### config.mk
export PLATFORM = sky130hd
export DESIGN_NAME = pbmc_top
export DESIGN_NICKNAME = d
export VERILOG_FILES = /design/src/pbmc_pin_sync.v /design/src/pbmc_top.v
export VERILOG_INCLUDE_DIRS = /design/src
export SDC_FILE = /design/constraint.sdc
export NUM_CORES = 1
export LEC_CHECK = 0
export BUFFER_PORTS_ARGS = -buffer_cell sky130_fd_sc_hd__buf_2
export CORE_ASPECT_RATIO = 0.9
export CORE_MARGIN = 10
export CORE_UTILIZATION = 59
export DETAILED_ROUTE_END_ITERATION = 10
export PLACE_DENSITY = 0.92
export SLEW_MARGIN = 15
export SYNTH_ARGS = -nofsm -noshare
export SYNTH_HDL_FRONTEND = slang
export SYNTH_SLANG_ARGS = --single-unit
export TNS_END_PERCENT = 5
### constraint.sdc
create_clock -name i_clk -period 4.94 [get_ports i_clk]
set_input_delay 0.988 -clock i_clk [delete_from_list [all_inputs] [get_ports i_clk]]
set_output_delay 0.988 -clock i_clk [all_outputs]
set_load 0.05 [all_outputs]
### src/pbmc_map.vh
// Register map, field positions, reset values and timing constants of the mode control bank.
`ifndef PBMC_MAP_VH
`define PBMC_MAP_VH

// ****************************************************************
// Bus geometry
// ****************************************************************
`define PBMC_ADDR_W        5
`define PBMC_DATA_W        16

// ****************************************************************
// Register offsets
// ****************************************************************
`define PBMC_OFS_BMC       5'h00
`define PBMC_OFS_IRQ_STAT  5'h10
`define PBMC_OFS_IRQ_MASK  5'h11
`define PBMC_OFS_EVT       5'h14
`define PBMC_OFS_PSF       5'h18
`define PBMC_OFS_LQD       5'h1e
`define PBMC_OFS_LQM2      5'h1f

// ****************************************************************
// Basic mode control fields
// ****************************************************************
`define PBMC_B_SRST        15
`define PBMC_B_LOOP        14
`define PBMC_B_SPEED       13
`define PBMC_B_ANEG        12
`define PBMC_B_PDOWN       11
`define PBMC_B_ISO         10
`define PBMC_B_RESTART     9
`define PBMC_B_DUPLEX      8
`define PBMC_B_COLT        7
`define PBMC_B_UNIDIR      5

// ****************************************************************
// Writable masks of the map-only registers
// ****************************************************************
`define PBMC_MASK_PSF      16'h1ff8
`define PBMC_MASK_LQD      16'h3fff
`define PBMC_MASK_LQM2     16'h0402
`define PBMC_RST_WORD      16'h0000

// ****************************************************************
// Event status register fields
// ****************************************************************
`define PBMC_E_LINK_LL     0
`define PBMC_E_FAULT_LH    1
`define PBMC_E_RXERR_COR   2
`define PBMC_E_ACTIVE_SC   3
`define PBMC_E_PERM_LO     12
`define PBMC_E_PERM_HI     15
`define PBMC_E_PERM_VAL    4'ha

// ****************************************************************
// Interrupt status bits
// ****************************************************************
`define PBMC_IRQ_W         5
`define PBMC_I_SRST_DONE   0
`define PBMC_I_AN_STARTED  1
`define PBMC_I_PIN_PDOWN   2
`define PBMC_I_LOOP_READY  3
`define PBMC_I_FAULT       4

// ****************************************************************
// Pin synchroniser lanes
// ****************************************************************
`define PBMC_PIN_W         5
`define PBMC_P_PDOWN_N     0
`define PBMC_P_ANEG        1
`define PBMC_P_SPEED       2
`define PBMC_P_DUPLEX      3
`define PBMC_P_FIBER       4
`define PBMC_PIN_RST       5'h01

// ****************************************************************
// Timing
// ****************************************************************
`define PBMC_CLK_MHZ       40
`define PBMC_SRST_TIME_NS  2000
`define PBMC_SRST_CYC      ((`PBMC_SRST_TIME_NS * `PBMC_CLK_MHZ + 999) / 1000)
`define PBMC_LOOP_DEAD_US  500
`define PBMC_LOOP_DEAD_CYC (`PBMC_LOOP_DEAD_US * `PBMC_CLK_MHZ)

`endif

### src/pbmc_pin_sync.v
// Three-stage pin synchroniser whose filtered output moves only when stages two and three agree.
`timescale 1ns/100ps
`default_nettype none

module pbmc_pin_sync #(
  parameter             W       = 1,
  parameter [W-1:0]     RST_VAL = {W{1'b0}}
) (
  // Clock and control
  input  wire           i_clk,
  input  wire           i_srst,
  input  wire           i_ce,
  // Pins and filtered result
  input  wire [W-1:0]   i_pin,
  output reg  [W-1:0]   o_filt
);

  reg [W-1:0] s1_r;
  reg [W-1:0] s2_r;
  reg [W-1:0] s3_r;
  integer     k;

  // The first stage feeds only the second, so metastability never reaches a comparator.
  always @(posedge i_clk) begin
    if (i_srst) begin
      s1_r   <= RST_VAL;
      s2_r   <= RST_VAL;
      s3_r   <= RST_VAL;
      o_filt <= RST_VAL;
    end else if (i_ce) begin
      s1_r <= i_pin;
      s2_r <= s1_r;
      s3_r <= s2_r;
      for (k = 0; k < W; k = k + 1) begin
        if (s2_r[k] == s3_r[k]) begin
          o_filt[k] <= s3_r[k];
        end
      end
    end
  end

endmodule // pbmc_pin_sync

`default_nettype wire

### src/pbmc_top.v
// Basic mode control register bank of a 10/100 transceiver with its access-type conventions.
// Functional notes
// - Writing one to bit 15 starts soft reset; reads one until done, then clears.
// - Soft reset reloads strap-derived configuration into strap-controlled bits.
// - Loopback bit routes MAC transmit data back into MAC receive path.
// - After loopback is set, receive data is withheld for up to 500 us.
// - With negotiation off, speed bit one gives 100 Mb/s, zero 10 Mb/s.
// - Negotiation enabled ignores speed and duplex bits; disabled, they set the port.
// - Negotiation enable takes its reset value from its strap input.
// - Fiber mode forces negotiation enable to zero at reset.
// - Power down bit powers down the port; register access keeps working.
// - Effective power down is bit OR active-low pin; pin assertion sets bit.
// - Isolate bit disconnects MAC data interface; management keeps working.
// - Clear-on-read bits return to inactive value when read.
// - Latched-low bits drop on event and stay low until read.
// - Latched-high bits rise on event and stay high until read.
// - Self-clearing bits set during event and clear when it ends.
// - Permanent read-only bits return fixed value; writes have no effect.
// - With negotiation off, duplex bit one gives full, zero half duplex.
// - Restart bit restarts negotiation if enabled; reads one until negotiation begins.
`timescale 1ns/100ps
`default_nettype none
`include "pbmc_map.vh"

module pbmc_top #(
  parameter             LOOP_DEAD_CYCLES = `PBMC_LOOP_DEAD_CYC,
  parameter             DEAD_W           = 15,
  parameter             SRST_W           = 8,
  parameter             NIB_W            = 4
) (
  // Clock, reset and clock enable
  input  wire                     i_clk,
  input  wire                     i_srst,
  input  wire                     i_ce,
  // Register port
  input  wire [`PBMC_ADDR_W-1:0]  i_addr,
  input  wire [`PBMC_DATA_W-1:0]  i_wdata,
  input  wire                     i_wr,
  input  wire                     i_rd,
  output reg  [`PBMC_DATA_W-1:0]  o_rdata,
  // Pins and straps
  input  wire                     i_power_down_pin_n,
  input  wire                     i_strap_aneg,
  input  wire                     i_strap_speed_100,
  input  wire                     i_strap_full_duplex,
  input  wire                     i_fiber_mode_enable,
  // Negotiation engine
  input  wire                     i_an_speed_100,
  input  wire                     i_an_full_duplex,
  input  wire                     i_aneg_started,
  // Event sources
  input  wire                     i_link_ok,
  input  wire                     i_fault,
  input  wire                     i_rx_err,
  input  wire                     i_event_active,
  // MAC side data
  input  wire                     i_mac_tx_en,
  input  wire [NIB_W-1:0]         i_mac_txd,
  output reg                      o_mac_rx_dv,
  output reg  [NIB_W-1:0]         o_mac_rxd,
  output reg                      o_mac_col,
  // Line side data
  input  wire                     i_line_rx_dv,
  input  wire [NIB_W-1:0]         i_line_rxd,
  output reg                      o_line_tx_en,
  output reg  [NIB_W-1:0]         o_line_txd,
  // Mode outputs
  output reg                      o_speed_100,
  output reg                      o_full_duplex,
  output reg                      o_aneg_enable,
  output reg                      o_aneg_restart,
  output reg                      o_loopback,
  output reg                      o_loop_dead,
  output reg                      o_power_down,
  output reg                      o_isolate,
  output reg                      o_unidirectional,
  output reg                      o_core_reset,
  output reg                      o_irq
);

  // ****************************************************************
  // Constants and helpers
  // ****************************************************************
  // Integer sums are cut to the counter widths on purpose; both values fit.
  localparam integer      SRST_LAST_I = `PBMC_SRST_CYC - 1;
  localparam [SRST_W-1:0] SRST_LAST   = SRST_LAST_I[SRST_W-1:0];
  localparam [DEAD_W-1:0] DEAD_LOAD   = LOOP_DEAD_CYCLES[DEAD_W-1:0];
  localparam [DEAD_W-1:0] DEAD_ONE    = {{(DEAD_W-1){1'b0}}, 1'b1};
  localparam [SRST_W-1:0] SRST_ONE    = {{(SRST_W-1){1'b0}}, 1'b1};

  // Sticky flag update where a hardware set beats a clear in the same cycle.
  function set_wins;
    input old_v;
    input set_v;
    input clr_v;
    begin
      set_wins = set_v | (old_v & ~clr_v);
    end
  endfunction

  // Address match qualified by a strobe.
  function hit;
    input [`PBMC_ADDR_W-1:0] a;
    input [`PBMC_ADDR_W-1:0] ofs;
    input                    stb;
    begin
      hit = stb & (a == ofs);
    end
  endfunction

  // ****************************************************************
  // Pin synchronisation
  // ****************************************************************
  wire [`PBMC_PIN_W-1:0] pins_filt;

  pbmc_pin_sync #(
    .W       (`PBMC_PIN_W),
    .RST_VAL (`PBMC_PIN_RST)
  ) u_pin_sync (
    .i_clk  (i_clk),
    .i_srst (i_srst),
    .i_ce   (i_ce),
    .i_pin  ({i_fiber_mode_enable, i_strap_full_duplex, i_strap_speed_100,
              i_strap_aneg, i_power_down_pin_n}),
    .o_filt (pins_filt)
  );

  wire pin_pdown = ~pins_filt[`PBMC_P_PDOWN_N];

  // ****************************************************************
  // Register state
  // ****************************************************************
  reg                    loop_r;
  reg                    speed_r;
  reg                    aneg_r;
  reg                    pdown_r;
  reg                    iso_r;
  reg                    restart_r;
  reg                    duplex_r;
  reg                    colt_r;
  reg                    unidir_r;
  reg                    srst_busy_r;
  reg [SRST_W-1:0]       srst_cnt_r;
  reg [DEAD_W-1:0]       dead_cnt_r;
  reg [`PBMC_DATA_W-1:0] psf_r;
  reg [`PBMC_DATA_W-1:0] lqd_r;
  reg [`PBMC_DATA_W-1:0] lqm2_r;
  reg                    evt_ll_r;
  reg                    evt_lh_r;
  reg                    evt_cor_r;
  reg                    evt_sc_r;
  reg [`PBMC_IRQ_W-1:0]  irq_stat_r;
  reg [`PBMC_IRQ_W-1:0]  irq_mask_r;
  reg [`PBMC_IRQ_W-1:0]  irq_set;

  wire wr_bmc   = hit(i_addr, `PBMC_OFS_BMC, i_wr);
  wire rd_evt   = hit(i_addr, `PBMC_OFS_EVT, i_rd);
  wire srst_end = srst_busy_r & (srst_cnt_r == {SRST_W{1'b0}});
  wire pd_eff   = pdown_r | pin_pdown;

  // Assembled views used by the read mux; unused positions stay zero.
  reg [`PBMC_DATA_W-1:0] bmc_view;
  reg [`PBMC_DATA_W-1:0] evt_view;

  always @* begin
    bmc_view                      = `PBMC_RST_WORD;
    bmc_view[`PBMC_B_SRST]        = srst_busy_r;
    bmc_view[`PBMC_B_LOOP]        = loop_r;
    bmc_view[`PBMC_B_SPEED]       = speed_r;
    bmc_view[`PBMC_B_ANEG]        = aneg_r;
    bmc_view[`PBMC_B_PDOWN]       = pdown_r;
    bmc_view[`PBMC_B_ISO]         = iso_r;
    bmc_view[`PBMC_B_RESTART]     = restart_r;
    bmc_view[`PBMC_B_DUPLEX]      = duplex_r;
    bmc_view[`PBMC_B_COLT]        = colt_r;
    bmc_view[`PBMC_B_UNIDIR]      = unidir_r;
    evt_view                      = `PBMC_RST_WORD;
    evt_view[`PBMC_E_LINK_LL]     = evt_ll_r;
    evt_view[`PBMC_E_FAULT_LH]    = evt_lh_r;
    evt_view[`PBMC_E_RXERR_COR]   = evt_cor_r;
    evt_view[`PBMC_E_ACTIVE_SC]   = evt_sc_r;
    evt_view[`PBMC_E_PERM_HI:`PBMC_E_PERM_LO] = `PBMC_E_PERM_VAL;
  end

  // ****************************************************************
  // Soft reset sequencer
  // ****************************************************************
  // Hardware reset also runs the sequencer, so straps are caught only after the
  // synchroniser has filled rather than from the raw pins under reset.
  always @(posedge i_clk) begin
    if (i_srst) begin
      srst_busy_r <= 1'b1;
      srst_cnt_r  <= SRST_LAST;
    end else if (i_ce) begin
      if (srst_busy_r) begin
        if (srst_end) begin
          srst_busy_r <= 1'b0;
        end else begin
          srst_cnt_r <= srst_cnt_r - SRST_ONE;
        end
      end else if (wr_bmc && i_wdata[`PBMC_B_SRST]) begin
        srst_busy_r <= 1'b1;
        srst_cnt_r  <= SRST_LAST;
      end
    end
  end

  // ****************************************************************
  // Basic mode control fields
  // ****************************************************************
  // Writes are ignored while the sequencer runs; the reload at its end would
  // overwrite them anyway and a half-applied mode is worse than none.
  always @(posedge i_clk) begin
    if (i_srst) begin
      loop_r    <= 1'b0;
      speed_r   <= 1'b0;
      aneg_r    <= 1'b0;
      pdown_r   <= 1'b0;
      iso_r     <= 1'b0;
      restart_r <= 1'b0;
      duplex_r  <= 1'b0;
      colt_r    <= 1'b0;
      unidir_r  <= 1'b0;
    end else if (i_ce) begin
      if (srst_end) begin
        loop_r    <= 1'b0;
        speed_r   <= pins_filt[`PBMC_P_SPEED];
        duplex_r  <= pins_filt[`PBMC_P_DUPLEX];
        aneg_r    <= pins_filt[`PBMC_P_ANEG]
                     & ~pins_filt[`PBMC_P_FIBER];
        pdown_r   <= pin_pdown;
        iso_r     <= 1'b0;
        restart_r <= 1'b0;
        colt_r    <= 1'b0;
        unidir_r  <= 1'b0;
      end else if (wr_bmc && !srst_busy_r && !i_wdata[`PBMC_B_SRST]) begin
        loop_r    <= i_wdata[`PBMC_B_LOOP];
        speed_r   <= i_wdata[`PBMC_B_SPEED];
        aneg_r    <= i_wdata[`PBMC_B_ANEG];
        pdown_r   <= i_wdata[`PBMC_B_PDOWN] | pin_pdown;
        iso_r     <= i_wdata[`PBMC_B_ISO];
        duplex_r  <= i_wdata[`PBMC_B_DUPLEX];
        colt_r    <= i_wdata[`PBMC_B_COLT];
        unidir_r  <= i_wdata[`PBMC_B_UNIDIR];
        // A restart request beats a same-cycle acknowledge.
        restart_r <= set_wins(restart_r,
                              i_wdata[`PBMC_B_RESTART] & i_wdata[`PBMC_B_ANEG],
                              i_aneg_started);
      end else begin
        if (pin_pdown) begin
          pdown_r <= 1'b1;
        end
        if (i_aneg_started) begin
          restart_r <= 1'b0;
        end
      end
    end
  end

  // ****************************************************************
  // Loopback dead time
  // ****************************************************************
  // The counter restarts only on a rising loopback bit, so rewriting the same
  // value does not stall receive data again.
  always @(posedge i_clk) begin
    if (i_srst) begin
      dead_cnt_r <= {DEAD_W{1'b0}};
    end else if (i_ce) begin
      if (srst_end || !loop_r) begin
        dead_cnt_r <= {DEAD_W{1'b0}};
        if (!srst_end && wr_bmc && !srst_busy_r && !i_wdata[`PBMC_B_SRST]
            && i_wdata[`PBMC_B_LOOP]) begin
          dead_cnt_r <= DEAD_LOAD;
        end
      end else if (dead_cnt_r != {DEAD_W{1'b0}}) begin
        dead_cnt_r <= dead_cnt_r - DEAD_ONE;
      end
    end
  end

  // ****************************************************************
  // Map-only registers
  // ****************************************************************
  always @(posedge i_clk) begin
    if (i_srst) begin
      psf_r  <= `PBMC_RST_WORD;
      lqd_r  <= `PBMC_RST_WORD;
      lqm2_r <= `PBMC_RST_WORD;
    end else if (i_ce) begin
      if (hit(i_addr, `PBMC_OFS_PSF, i_wr)) begin
        psf_r <= i_wdata & `PBMC_MASK_PSF;
      end
      if (hit(i_addr, `PBMC_OFS_LQD, i_wr)) begin
        lqd_r <= i_wdata & `PBMC_MASK_LQD;
      end
      if (hit(i_addr, `PBMC_OFS_LQM2, i_wr)) begin
        lqm2_r <= i_wdata & `PBMC_MASK_LQM2;
      end
    end
  end

  // ****************************************************************
  // Event status bits of each access type
  // ****************************************************************
  // A read returns the value before its clear; an event in the read cycle
  // is kept for the next read.
  always @(posedge i_clk) begin
    if (i_srst) begin
      evt_ll_r  <= 1'b1;
      evt_lh_r  <= 1'b0;
      evt_cor_r <= 1'b0;
      evt_sc_r  <= 1'b0;
    end else if (i_ce) begin
      evt_ll_r  <= (rd_evt | evt_ll_r) & i_link_ok;
      evt_lh_r  <= set_wins(evt_lh_r, i_fault, rd_evt);
      evt_cor_r <= set_wins(evt_cor_r, i_rx_err, rd_evt);
      evt_sc_r  <= i_event_active;
    end
  end

  // ****************************************************************
  // Interrupt status, mask and output
  // ****************************************************************
  always @* begin
    irq_set                     = {`PBMC_IRQ_W{1'b0}};
    irq_set[`PBMC_I_SRST_DONE]  = srst_end;
    irq_set[`PBMC_I_AN_STARTED] = restart_r & i_aneg_started;
    irq_set[`PBMC_I_PIN_PDOWN]  = pin_pdown & ~pdown_r;
    irq_set[`PBMC_I_LOOP_READY] = loop_r & (dead_cnt_r == DEAD_ONE);
    irq_set[`PBMC_I_FAULT]      = i_fault & ~evt_lh_r;
  end

  // Write-one-to-clear; a set in the same cycle wins.
  always @(posedge i_clk) begin : irq_regs
    integer n;
    if (i_srst) begin
      irq_stat_r <= {`PBMC_IRQ_W{1'b0}};
      irq_mask_r <= {`PBMC_IRQ_W{1'b0}};
      o_irq      <= 1'b0;
    end else if (i_ce) begin
      for (n = 0; n < `PBMC_IRQ_W; n = n + 1) begin
        irq_stat_r[n] <= set_wins(irq_stat_r[n], irq_set[n],
                                  hit(i_addr, `PBMC_OFS_IRQ_STAT, i_wr) & i_wdata[n]);
      end
      if (hit(i_addr, `PBMC_OFS_IRQ_MASK, i_wr)) begin
        irq_mask_r <= i_wdata[`PBMC_IRQ_W-1:0];
      end
      o_irq <= |(irq_stat_r & irq_mask_r);
    end
  end

  // ****************************************************************
  // Read port
  // ****************************************************************
  // Data stand for exactly one cycle after the strobe; unmapped reads return zero.
  always @(posedge i_clk) begin
    if (i_srst) begin
      o_rdata <= `PBMC_RST_WORD;
    end else if (i_ce) begin
      o_rdata <= `PBMC_RST_WORD;
      if (i_rd) begin
        case (i_addr)
          `PBMC_OFS_BMC:      o_rdata <= bmc_view;
          `PBMC_OFS_EVT:      o_rdata <= evt_view;
          `PBMC_OFS_PSF:      o_rdata <= psf_r;
          `PBMC_OFS_LQD:      o_rdata <= lqd_r;
          `PBMC_OFS_LQM2:     o_rdata <= lqm2_r;
          `PBMC_OFS_IRQ_STAT: o_rdata <= {{(`PBMC_DATA_W-`PBMC_IRQ_W){1'b0}}, irq_stat_r};
          `PBMC_OFS_IRQ_MASK: o_rdata <= {{(`PBMC_DATA_W-`PBMC_IRQ_W){1'b0}}, irq_mask_r};
          default:            o_rdata <= `PBMC_RST_WORD;
        endcase
      end
    end
  end

  // ****************************************************************
  // Mode outputs and data path
  // ****************************************************************
  // Isolate and power down only gate the data path; the register port above
  // never looks at them, so management stays alive in both states.
  always @(posedge i_clk) begin
    if (i_srst) begin
      o_speed_100      <= 1'b0;
      o_full_duplex    <= 1'b0;
      o_aneg_enable    <= 1'b0;
      o_aneg_restart   <= 1'b0;
      o_loopback       <= 1'b0;
      o_loop_dead      <= 1'b0;
      o_power_down     <= 1'b0;
      o_isolate        <= 1'b0;
      o_unidirectional <= 1'b0;
      o_core_reset     <= 1'b1;
      o_mac_rx_dv      <= 1'b0;
      o_mac_rxd        <= {NIB_W{1'b0}};
      o_mac_col        <= 1'b0;
      o_line_tx_en     <= 1'b0;
      o_line_txd       <= {NIB_W{1'b0}};
    end else if (i_ce) begin
      o_speed_100      <= aneg_r ? i_an_speed_100 : speed_r;
      o_full_duplex    <= aneg_r ? i_an_full_duplex : duplex_r;
      o_aneg_enable    <= aneg_r;
      o_aneg_restart   <= restart_r;
      o_loopback       <= loop_r;
      o_loop_dead      <= dead_cnt_r != {DEAD_W{1'b0}};
      o_power_down     <= pd_eff;
      o_isolate        <= iso_r;
      o_unidirectional <= unidir_r;
      o_core_reset     <= srst_busy_r;
      o_mac_col        <= colt_r & i_mac_tx_en & ~iso_r & ~pd_eff;
      o_line_tx_en     <= i_mac_tx_en & ~loop_r & ~iso_r & ~pd_eff;
      o_line_txd       <= (~loop_r & ~iso_r & ~pd_eff) ? i_mac_txd : {NIB_W{1'b0}};
      if (iso_r || pd_eff) begin
        o_mac_rx_dv <= 1'b0;
        o_mac_rxd   <= {NIB_W{1'b0}};
      end else if (loop_r) begin
        o_mac_rx_dv <= i_mac_tx_en & (dead_cnt_r == {DEAD_W{1'b0}});
        o_mac_rxd   <= i_mac_txd;
      end else begin
        o_mac_rx_dv <= i_line_rx_dv;
        o_mac_rxd   <= i_line_rxd;
      end
    end
  end

endmodule // pbmc_top

`default_nettype wire

==> flow_results.org, run 1 <==
** Routing
- The detailed router finished its first iteration with 613 violations.
- After detailed routing, the number of remaining DRC violations is 0.
- Dividing the detail-routed wire length by the instance count gives 19.2 um.
- Using the TritonRoute via totals, the vias-per-cell ratio works out to 6.18.
- Routed vias :: 5200
- The first detailed-routing pass ran for 7 iterations.
- Once detail routing completed, the nets flagged for antenna violations numbered 0.
- DRT Wirelength :: 16200 um

** Logic synthesis
- Summing every instance area after synthesis gives 5750 sq um.
- Of the total synthesized cell area, the portion taken by XOR and XNOR cells is 0.0183.
- Total of warnings raised by yosys :: 0
- Of the post-synthesis cell area, the dominant cell type holds 0.456.
- The post-synthesis compound-gate area fraction was 0.169.
- Counting flops with a built-in enable in the synthesized netlist gives 0.
- Number of nets in the synthesized netlist :: 681
- Adder and majority gate portion of the synthesized area :: 0.00870
- Of the total synthesized cell area, the portion taken by AND, OR, NAND and NOR gates is 0.205.
- Synthesis produced a netlist whose cell count is 629.
- Top cells by area, synth :: sky130_fd_sc_hd__dfxtp_1 (46%), sky130_fd_sc_hd__mux2i_1 (9.9%), sky130_fd_sc_hd__nor2_1 (7.4%)
- After synthesis, the netlist uses 65 different library cells.
- Share of the yosys chip area belonging to registers :: 0.456
- By area, the combinational part of the netlist is dominated by simple AND/OR/NAND/NOR gates.
- Multiplexer fraction of the synthesized cell area :: 0.107
- Post-synth top area cell :: sky130_fd_sc_hd__dfxtp_1
- For this run, asynchronously set or reset flops after synthesis account for 0.
- Post-synthesis sequential element count :: 131
- Dividing the synthesized area by the synthesized cell count gives 9.14 sq um.
- Primary flip-flop cell chosen by synthesis mapping :: sky130_fd_sc_hd__dfxtp_1

** Die
- Height of the die :: 114 um
- Starting density of the core :: 0.601
- Core ar. :: 9570 sq um
- Floorplan die width :: 124 um
- During I/O placement, the number of pins put on the boundary was 86.
- Floorplan die area :: 14100 sq um
- In this run the core area contains 34 standard-cell rows.

** Timing
- Dividing the final minimum period by the clock period gives 0.548.
- Setup violations remaining at the end of the flow were counted as 0.
- Slew margin rel. :: 0.206
- Across the routed clock network, the largest skew measured is 0.00792 ns.
- Setup repair after global routing left no endpoint under its margin.
- Hold Vio Cnt, Final :: 0
- At the pin with the least slew margin, the transition time is 1.18 ns.
- Maximum operating frequency :: 0.369 GHz
- Subtracting the final worst setup slack from the clock period gives 2.71 ns.
- The count of pins over their slew limit is 0.
- Total Negative Setup Slacks :: 0 ns

** Final layout
- Once layout is complete, the utilization of the core stands at 0.709.
- Counting the fill cells in the layout gives 662.
- Count of antenna diodes in the layout :: 0
- Most common library cell in the layout ignoring fill and taps :: sky130_fd_sc_hd__dfxtp_1
- For this run, the post-layout net count is 754.
- Fraction of layout instances using a drive strength above 1 :: 0.200
- From synthesis to final layout, the design area changed by 18.0%.
- Summing all non-filler instances in the final layout gives an area of 6790 sq um.
- The library cells used most frequently in the layout, excluding fill and tap cells, are sky130_fd_sc_hd__dfxtp_1 (131), sky130_fd_sc_hd__nor2_1 (113), sky130_fd_sc_hd__buf_2 (84), sky130_fd_sc_hd__mux2i_1 (57), sky130_fd_sc_hd__nand2_1 (46).

** Clock tree
- Clock tree buffer depth :: 2
- Once the clock tree was built, the setup fixing pass inserted 0 buffers.
- Clock Latency Late Sink :: 0.54 ns
- Max H-tree Level :: 4
- Number of buffers inserted during clock tree synthesis :: 17
- Clk sinks :: 131
- Buffers inserted to repair hold after CTS numbered 0.
- The number of gates resized after CTS was 0.
- After clock tree synthesis, the clock-pin slew on the worst setup and hold paths is 0.06 ns.
- Root buffer cell :: sky130_fd_sc_hd__clkbuf_8
- TritonCTS clock tree :: yes

** Placed design
- The congestion estimate from routability-driven global placement came to 0.873.
- After detailed placement, the total cell area comes to 6220 sq um.
- Number of buffers inserted by port buffering :: 85
- Detailed placement ended at an HPWL of 10600 um.

** Setup path
- Counting both buffers and inverters, the worst setup path holds a total of 1.
- Type of element launching the critical path :: input port
- Required time of the critical path :: 5.32 ns
- Ordered list of cells on the worst path :: buf_2 -> or3_1 -> nor3_2 -> mux2i_1 -> nor2_1
- Family with the most delay on the worst path :: simple AND/OR/NAND/NOR gates
- Kind of critical path :: in -> reg
- Data on the critical path arrives at its endpoint at 3.09 ns.
- On the worst path, the slowest cell contributes a delay of 0.99 ns.
- The slowest stage of the critical path belongs to the cell sky130_fd_sc_hd__nor3_2.
- Worst setup EP type :: register
- Critical Path Fanout Max :: 10

** Global routing
- Largest net degree at the start of global routing :: 113
- Global-route wire length before repair :: 25900 um
- Via count of the first global-routing pass :: 5199
- Gr usage total :: 0.228
- Grt total ovfl :: 0
- Antenna violations before repair :: 0

** Run status
- Status :: finished clean

** Pwr
- VDD IR-drop max :: 0.246 mV
- Power density relative to cell area :: 374 nW/um^2
- The analysis attributes to cell leakage a power of 0.00274 uW.

** Worst hold path
- The worst hold path belongs to the class reg -> reg.

** Job
- The tool flagged a number of max-cap violations equal to 0.
routing by layer:
| layer | global-route usage | routed length [um] |
|---|---|---|
| met5 | 0 | 0 |
| met1 | 0.276 | 6490 |
| met3 | 0.0702 | 1490 |
| met4 | 0.0989 | 504 |
| met2 | 0.365 | 7680 |
synth_stat cells (all sizes together), types with 3 or more instances:
cell    count
a32oi      13
xor2       10
nand4       6
buf        12
and3       12
nand3       5
o21ai      18
nor2b       4
mux2i      57
nor3       14
clkbuf     25
a22oi      18
a21o        4
mux2        4
a211oi      3
or3         4
o211ai      8
a22o        7
nor2      114
ha          4
dfxtp     131
nand2      46
nand2b      5
nor3b       3
nor4       10
a311oi      4
and2        5
o21bai      5
o311ai      3
inv         9
a21oi      32
a221o       9
worst register-to-register path, stage by stage, from the launching register on:
cell and delay, ns:
sky130_fd_sc_hd__dfxtp_1 0.36, sky130_fd_sc_hd__nor4_1 0.69, sky130_fd_sc_hd__nand4_2 0.36, sky130_fd_sc_hd__o21ai_2 0.44, sky130_fd_sc_hd__o21bai_1 0.17, sky130_fd_sc_hd__a21oi_1 0.08
flip-flops by register name, indices dropped and copies added, names as in the netlist, 2 cells and up:
register / cells
o_mac_rxd: 4
irq_stat_r: 5
irq_mask_r: 5
u_pin_sync.o_filt: 5
lqd_r: 14
o_rdata: 16
u_pin_sync.s2_r: 5
lqm2_r: 2
dead_cnt_r: 15
u_pin_sync.s3_r: 5
o_line_txd: 4
srst_cnt_r: 8
u_pin_sync.s1_r: 5
psf_r: 10
where the power goes:
| group | total, uW | switching [uW] | internal, uW |
|---|---|---|---|
| Clock | 1210 | 515 | 695 |
| Combinational | 228 | 154 | 73.9 |
| Sequential | 1100 | 19.8 | 1080 |
area by class of cell:
type	count	area [sq um]	area share
Clock inverter	14	143	0.0210
Sequential cell	131	2620	0.386
Tap cell	126	158	0.0232
Timing Repair Buffer	91	473	0.0697
Clock buffer	18	428	0.0630
Multi-Input combinational cell	451	2930	0.431
Inverter	10	37.5	0.00553
path summary, 6_finish.rpt:
check / slack [ns] / cells past startpoint / startpoint / end
setup / recovery: 2.23 / 5 / i_addr[0] / psf_r[4]$_SDFFE_PP0P_
hold / removal: 0.45 / 2 / o_rdata[0]$_SDFFE_PP0P_ / o_rdata[0]$_SDFFE_PP0P_
setup reg to reg: 2.65 / 5 / dead_cnt_r[10]$_SDFFE_PP0P_ / dead_cnt_r[10]$_SDFFE_PP0P_
hold reg to reg: 0.45 / 2 / o_rdata[0]$_SDFFE_PP0P_ / o_rdata[0]$_SDFFE_PP0P_
logic make-up after synthesis:
group,count (synthesis)
AOI/OAI and AO/OA,137
xor gates and xnor gates,12
adders and majority gates,4
buffers and inverters,47
DFF,131
muxes,61
and+or+nand+nor,237
through the flow:
step / setup WS (ns) / power, uW / hold slack (ns) / cells
2_1_floorplan: 2.55 / 1270 / 0.436 / 629
3_3_place_gp: 2.00 / 1330 / 0.441 / 809
3_5_place_dp: 1.89 / 1340 / 0.450 / 809
4_1_cts: 2.31 / 2540 / 0.459 / 841
5_1_grt: 2.20 / 2600 / 0.472 / 841
6_report: 2.23 / 2540 / 0.455 / 841
Power figures use the tool's default switching activity.
==> inputs of run 2 (changes only) <==
--- a/config.mk
+++ b/config.mk
@@ -6,12 +6,13 @@
 export SDC_FILE = /design/constraint.sdc
 export NUM_CORES = 1
 export LEC_CHECK = 0
+export ABC_AREA = 1
 export BUFFER_PORTS_ARGS = -buffer_cell sky130_fd_sc_hd__buf_2
 export CORE_ASPECT_RATIO = 0.9
 export CORE_MARGIN = 10
-export CORE_UTILIZATION = 59
+export CORE_UTILIZATION = 52
 export DETAILED_ROUTE_END_ITERATION = 10
-export PLACE_DENSITY = 0.92
+export PLACE_DENSITY = 0.86
 export SLEW_MARGIN = 15
 export SYNTH_ARGS = -nofsm -noshare
 export SYNTH_HDL_FRONTEND = slang
==> constraint.sdc (replaced) <==
create_clock -name i_clk -period 2.35 [get_ports i_clk]
set_input_delay 0.47 -clock i_clk [delete_from_list [all_inputs] [get_ports i_clk]]
set_output_delay 0.47 -clock i_clk [all_outputs]
set_load 0.05 [all_outputs]
==> run 2 against run 1 <==
Compared with the run above:
- first-iteration DRC count is 17% higher
- setup slack got worse by 1.7 ns
- non-clock buffer count rose by 1
- critical path type is now reg -> reg
==> flow_results.org, run 2 <==
** Run status
- Status :: finished clean

** Logic synthesis
- Post-synthesis sequential element count :: 131
- A synthesized cell averages 7.07 sq um.
- Number of instances in the synthesized netlist :: 852
- Most frequent cell after synthesis :: sky130_fd_sc_hd__nand2_1
- Synthesis produced a netlist with a net count of 904.
- In the synthesized netlist the async set-or-reset flop fraction comes to 0.
- Combinational family with the most area after synthesis :: simple AND/OR/NAND/NOR gates
- Primary flip-flop cell chosen by synthesis mapping :: sky130_fd_sc_hd__dfxtp_1
- The share of synthesized area in the top cell type comes to 0.436.
- Top cells by area, synth :: sky130_fd_sc_hd__dfxtp_1 (44%), sky130_fd_sc_hd__nand2_1 (13%), sky130_fd_sc_hd__a21oi_1 (8.6%)
- Of the total synthesized cell area, the portion taken by full adders, half adders and majority gates is 0.00831.
- The post-synthesis compound-gate area fraction is 0.181.
- sky130_fd_sc_hd__dfxtp_1 takes more of the synthesized area than any other cell.
- Summing every instance area after synthesis gives 6020 sq um.
- Of the total synthesized cell area, the portion taken by AND, OR, NAND and NOR gates is 0.287.
- Share of the yosys chip area belonging to registers :: 0.436
- Of the total synthesized cell area, the portion taken by XOR and XNOR cells is 0.00727.
- Total of warnings raised by yosys :: 0
- Of the post-synthesis cell area, the part taken by muxes is 0.
- The number of different library cells used by synthesis comes to 37.
- The synthesized design contains 0 enable-type register cells.
- The commonest cells after synthesis are sky130_fd_sc_hd__nand2_1 (203), sky130_fd_sc_hd__dfxtp_1 (131), sky130_fd_sc_hd__a21oi_1 (103).

** Timing
- Tcrit/Tclk final :: 0.791
- Maximum operating frequency :: 0.538 GHz
- The worst path in the final design needs a cycle of 1.86 ns, including I/O delays and setup.
- In the final timing run, aggregate negative setup slack is 0 ns.
- Setup Skew :: 0.00639 ns
- Setup Viol. Count Final :: 0
- Setup repair after global routing left no endpoint under its margin.
- In this run the tightest slew margin relative to its limit is 0.570.
- The count of pins over their slew limit is 0.
- The number of failing hold endpoints at the final stage was 0.
- For the pin with the worst max-slew slack, the measured transition is 0.645 ns.

** Final layout
- For this run, the post-layout net count is 980.
- The sequential cells in the finished layout cover a total of 2620 sq um.
- Most common library cell in the layout ignoring fill and taps :: sky130_fd_sc_hd__nand2_1
- Count of antenna diodes in the layout :: 0
- In the final layout, the multi-input gates occupy 2910 sq um.
- Summing all non-filler instances in the final layout gives an area of 7140 sq um.
- Largest registers ranked by flip-flop count :: o_rdata (16), dead_cnt_r (15), lqd_r (14)
- At the end of the flow the core is filled with cells to 0.627.
- Filler cells :: 1002
- Max FFs per register :: 16
- Fraction of layout instances using a drive strength above 1 :: 0.173
- After the flow finishes, the layout carries non-filler instances totaling 1097.
- o_rdata holds more flip-flops than any other register.
- In the layout the commonest cells are sky130_fd_sc_hd__nand2_1 (203), sky130_fd_sc_hd__dfxtp_1 (131), sky130_fd_sc_hd__a21oi_1 (103), sky130_fd_sc_hd__nor2_1 (95), sky130_fd_sc_hd__buf_2 (85).
- Area growth syn-to-layout :: 18.7%

** Clock tree
- TritonCTS built the clock tree.
- The clock net in this run drives a total of 131 sinks.
- TritonCTS created 17 clock buffers.
- Clock Latency Late Sink :: 0.42 ns
- Setup bufs post-CTS :: 0
- Number of gates given a new drive strength after cts :: 0
- Root buffer cell :: sky130_fd_sc_hd__clkbuf_16
- The H-tree was split into 4 levels.
- Clock-pin slew was measured on the worst setup and hold paths at 0.06 ns.
- Number of hold buffers added after CTS :: 0
- Clock tree buffer depth :: 2

** Routing
- For this run, the detailed router's first-pass iteration total came to 5.
- Violation count after the first detailed-routing iteration :: 718
- Number of vias per cell :: 5.43
- Average detailed-routed wire length per instance :: 15.1 um
- Routed vias :: 5956
- Number of remaining DRC errors :: 0
- DRT Wirelength :: 16500 um
- The detail route stage leaves a number of antenna-violating nets equal to 0.

** Setup path
- Standard cell with the maximum stage delay on the critical path :: sky130_fd_sc_hd__dfxtp_1
- Data on the critical path is required at its endpoint by 2.66 ns.
- Worst Reg2Reg Path Length in Cells :: 10
- On the worst path, the slowest cell contributes a delay of 0.37 ns.
- The worst register-to-register path begins at dead_cnt_r[0]$_SDFFE_PP0P_.
- Worst setup EP type :: register
- Walking the worst path, the cells encountered are inv_1 -> ha_1 -> nand2_1 -> nor2_4 -> nand2_2 -> nand2_2 -> nand2_4 -> nand2_1 -> nor2_1 -> nor2_1.
- Setup slack on the worst reg-to-reg path comes out at 0.49 ns.
- Kind of critical path :: reg -> reg
- The worst register-to-register path ends at dead_cnt_r[5]$_SDFFE_PP0P_.
- Of all nets on the critical path, the largest fanout is 17.
- At the worst endpoint, the arrival time is 2.17 ns.
- Type of element launching the critical path :: register

** Pwr
- In this run the power density over the cells is 794 nW/um^2.
- In this run the static leakage power is 0.00309 uW.
- Final Power :: 5680 uW
- The worst-case IR drop observed on VDD is 0.701 mV.

** Placed design
- The HPWL after detailed placement is 11200 um.
- DP Area :: 6530 sq um
- Port buffering added 85 buffers.
- Placed cell count :: 1065
- Routability congestion estimate :: 0.985

** Die
- The floorplan step set the die height to 122 um.
- The floorplan step set the die width to 133 um.
- Number of placement rows :: 37
- In this run the count of I/O pins placed on the die edge is 86.
- Core ar. :: 11400 sq um
- Floorplan die area :: 16300 sq um
- The initial utilization of the core area, before any placement, comes to 0.529.

** Worst hold path
- WHS Endpoint :: u_pin_sync.s1_r[2]$_SDFFE_PP0P_
- Class of the worst hold path :: in -> reg
- The worst hold path begins at i_strap_speed_100.
- The worst hold path was traced through 3 stages.

** Global routing
- The first global-routing pass estimated 27100 um of wire.
- Gr usage total :: 0.201
- Entering global routing, the biggest net connects 60 pins.
- For this run the aggregate overflow at the end of global routing stands at 0.
- The number of global-route vias before repair is 5623.
- Antenna violations before repair :: 0

** Job
- Across the run, the number of max-cap violations was 0.
-- run 2: changes by cell type after synthesis, moves of 9 or more --
cell / change
sky130_fd_sc_hd__nand2_1: +157
sky130_fd_sc_hd__a21oi_1: +71
sky130_fd_sc_hd__inv_1: +62
sky130_fd_sc_hd__mux2i_1: -57
sky130_fd_sc_hd__o21ai_0: +52
sky130_fd_sc_hd__nand3_1: +37
sky130_fd_sc_hd__nor2_1: -18
sky130_fd_sc_hd__a22oi_1: -17
sky130_fd_sc_hd__o21ai_1: +15
sky130_fd_sc_hd__a32oi_1: -13
sky130_fd_sc_hd__and3_1: -12
sky130_fd_sc_hd__nand2_2: +10
sky130_fd_sc_hd__nor3_1: -10
sky130_fd_sc_hd__a221o_1: -9
-- run 2: worst max path at each step --
stage	start	end	slack, ns	cells past startpoint
finish	dead_cnt_r[0]$_SDFFE_PP0P_	dead_cnt_r[5]$_SDFFE_PP0P_	0.49	10
global route	dead_cnt_r[0]$_SDFFE_PP0P_	dead_cnt_r[11]$_SDFFE_PP0P_	0.27	10
floorplan	dead_cnt_r[0]$_SDFFE_PP0P_	dead_cnt_r[3]$_SDFFE_PP0P_	0.83	10
detailed placement	i_addr[0]	psf_r[9]$_SDFFE_PP0P_	0.41	8
CTS	dead_cnt_r[0]$_SDFFE_PP0P_	dead_cnt_r[5]$_SDFFE_PP0P_	0.49	10
global placement	i_addr[0]	psf_r[11]$_SDFFE_PP0P_	0.45	8
-- run 2: routing by layer --
metal / share of wire / global-route usage / vias up
li1: - / - / 2933
met1: 0.42 / 0.247 / 2695
met2: 0.45 / 0.316 / 287
met3: 0.10 / 0.0700 / 41
met4: 0.027 / 0.0836 / 0
met5: 0 / 0 / -
-- run 2: through the flow --
step                      hold WS (ns)  setup WS, ns
after floorplan                  0.425         0.827
after global placement           0.433         0.452
after detailed placement         0.439         0.413
after CTS                        0.260         0.495
after global routing             0.268         0.270
final                            0.267         0.491
-- run 2: cell families after synthesis --
group                      Yosys count
AOI/OAI and AO/OA                  208
xor gates and xnor gates             5
adders and majority gates            4
buffers and inverters              113
DFF                                131
and+or+nand+nor                    391
-- run 2: worst max-delay path, delay by kind of cell, from the launching register on --
kind,cells,cell delay [ns]
simple gates,8,1.03
flops,1,0.37
fa+ha+maj,1,0.24
buf+inv,1,0.09
-- run 2: final cells by class --
cell class              count  share of cell area
clock buffers              19              0.0620
clock inverters            13              0.0242
inverters                  78              0.0412
repair buffers             92              0.0704
multi-input cells         608               0.408
flip-flops and latches    131               0.367
well taps                 156              0.0273
-- run 2: power breakdown --
part	leakage (uW)	switching, uW	internal (uW)
Combinational	0.00173	413	172
Clock	0.000288	1040	1710
Sequential	0.00107	47.8	2290
Total	0.00309	1500	4180
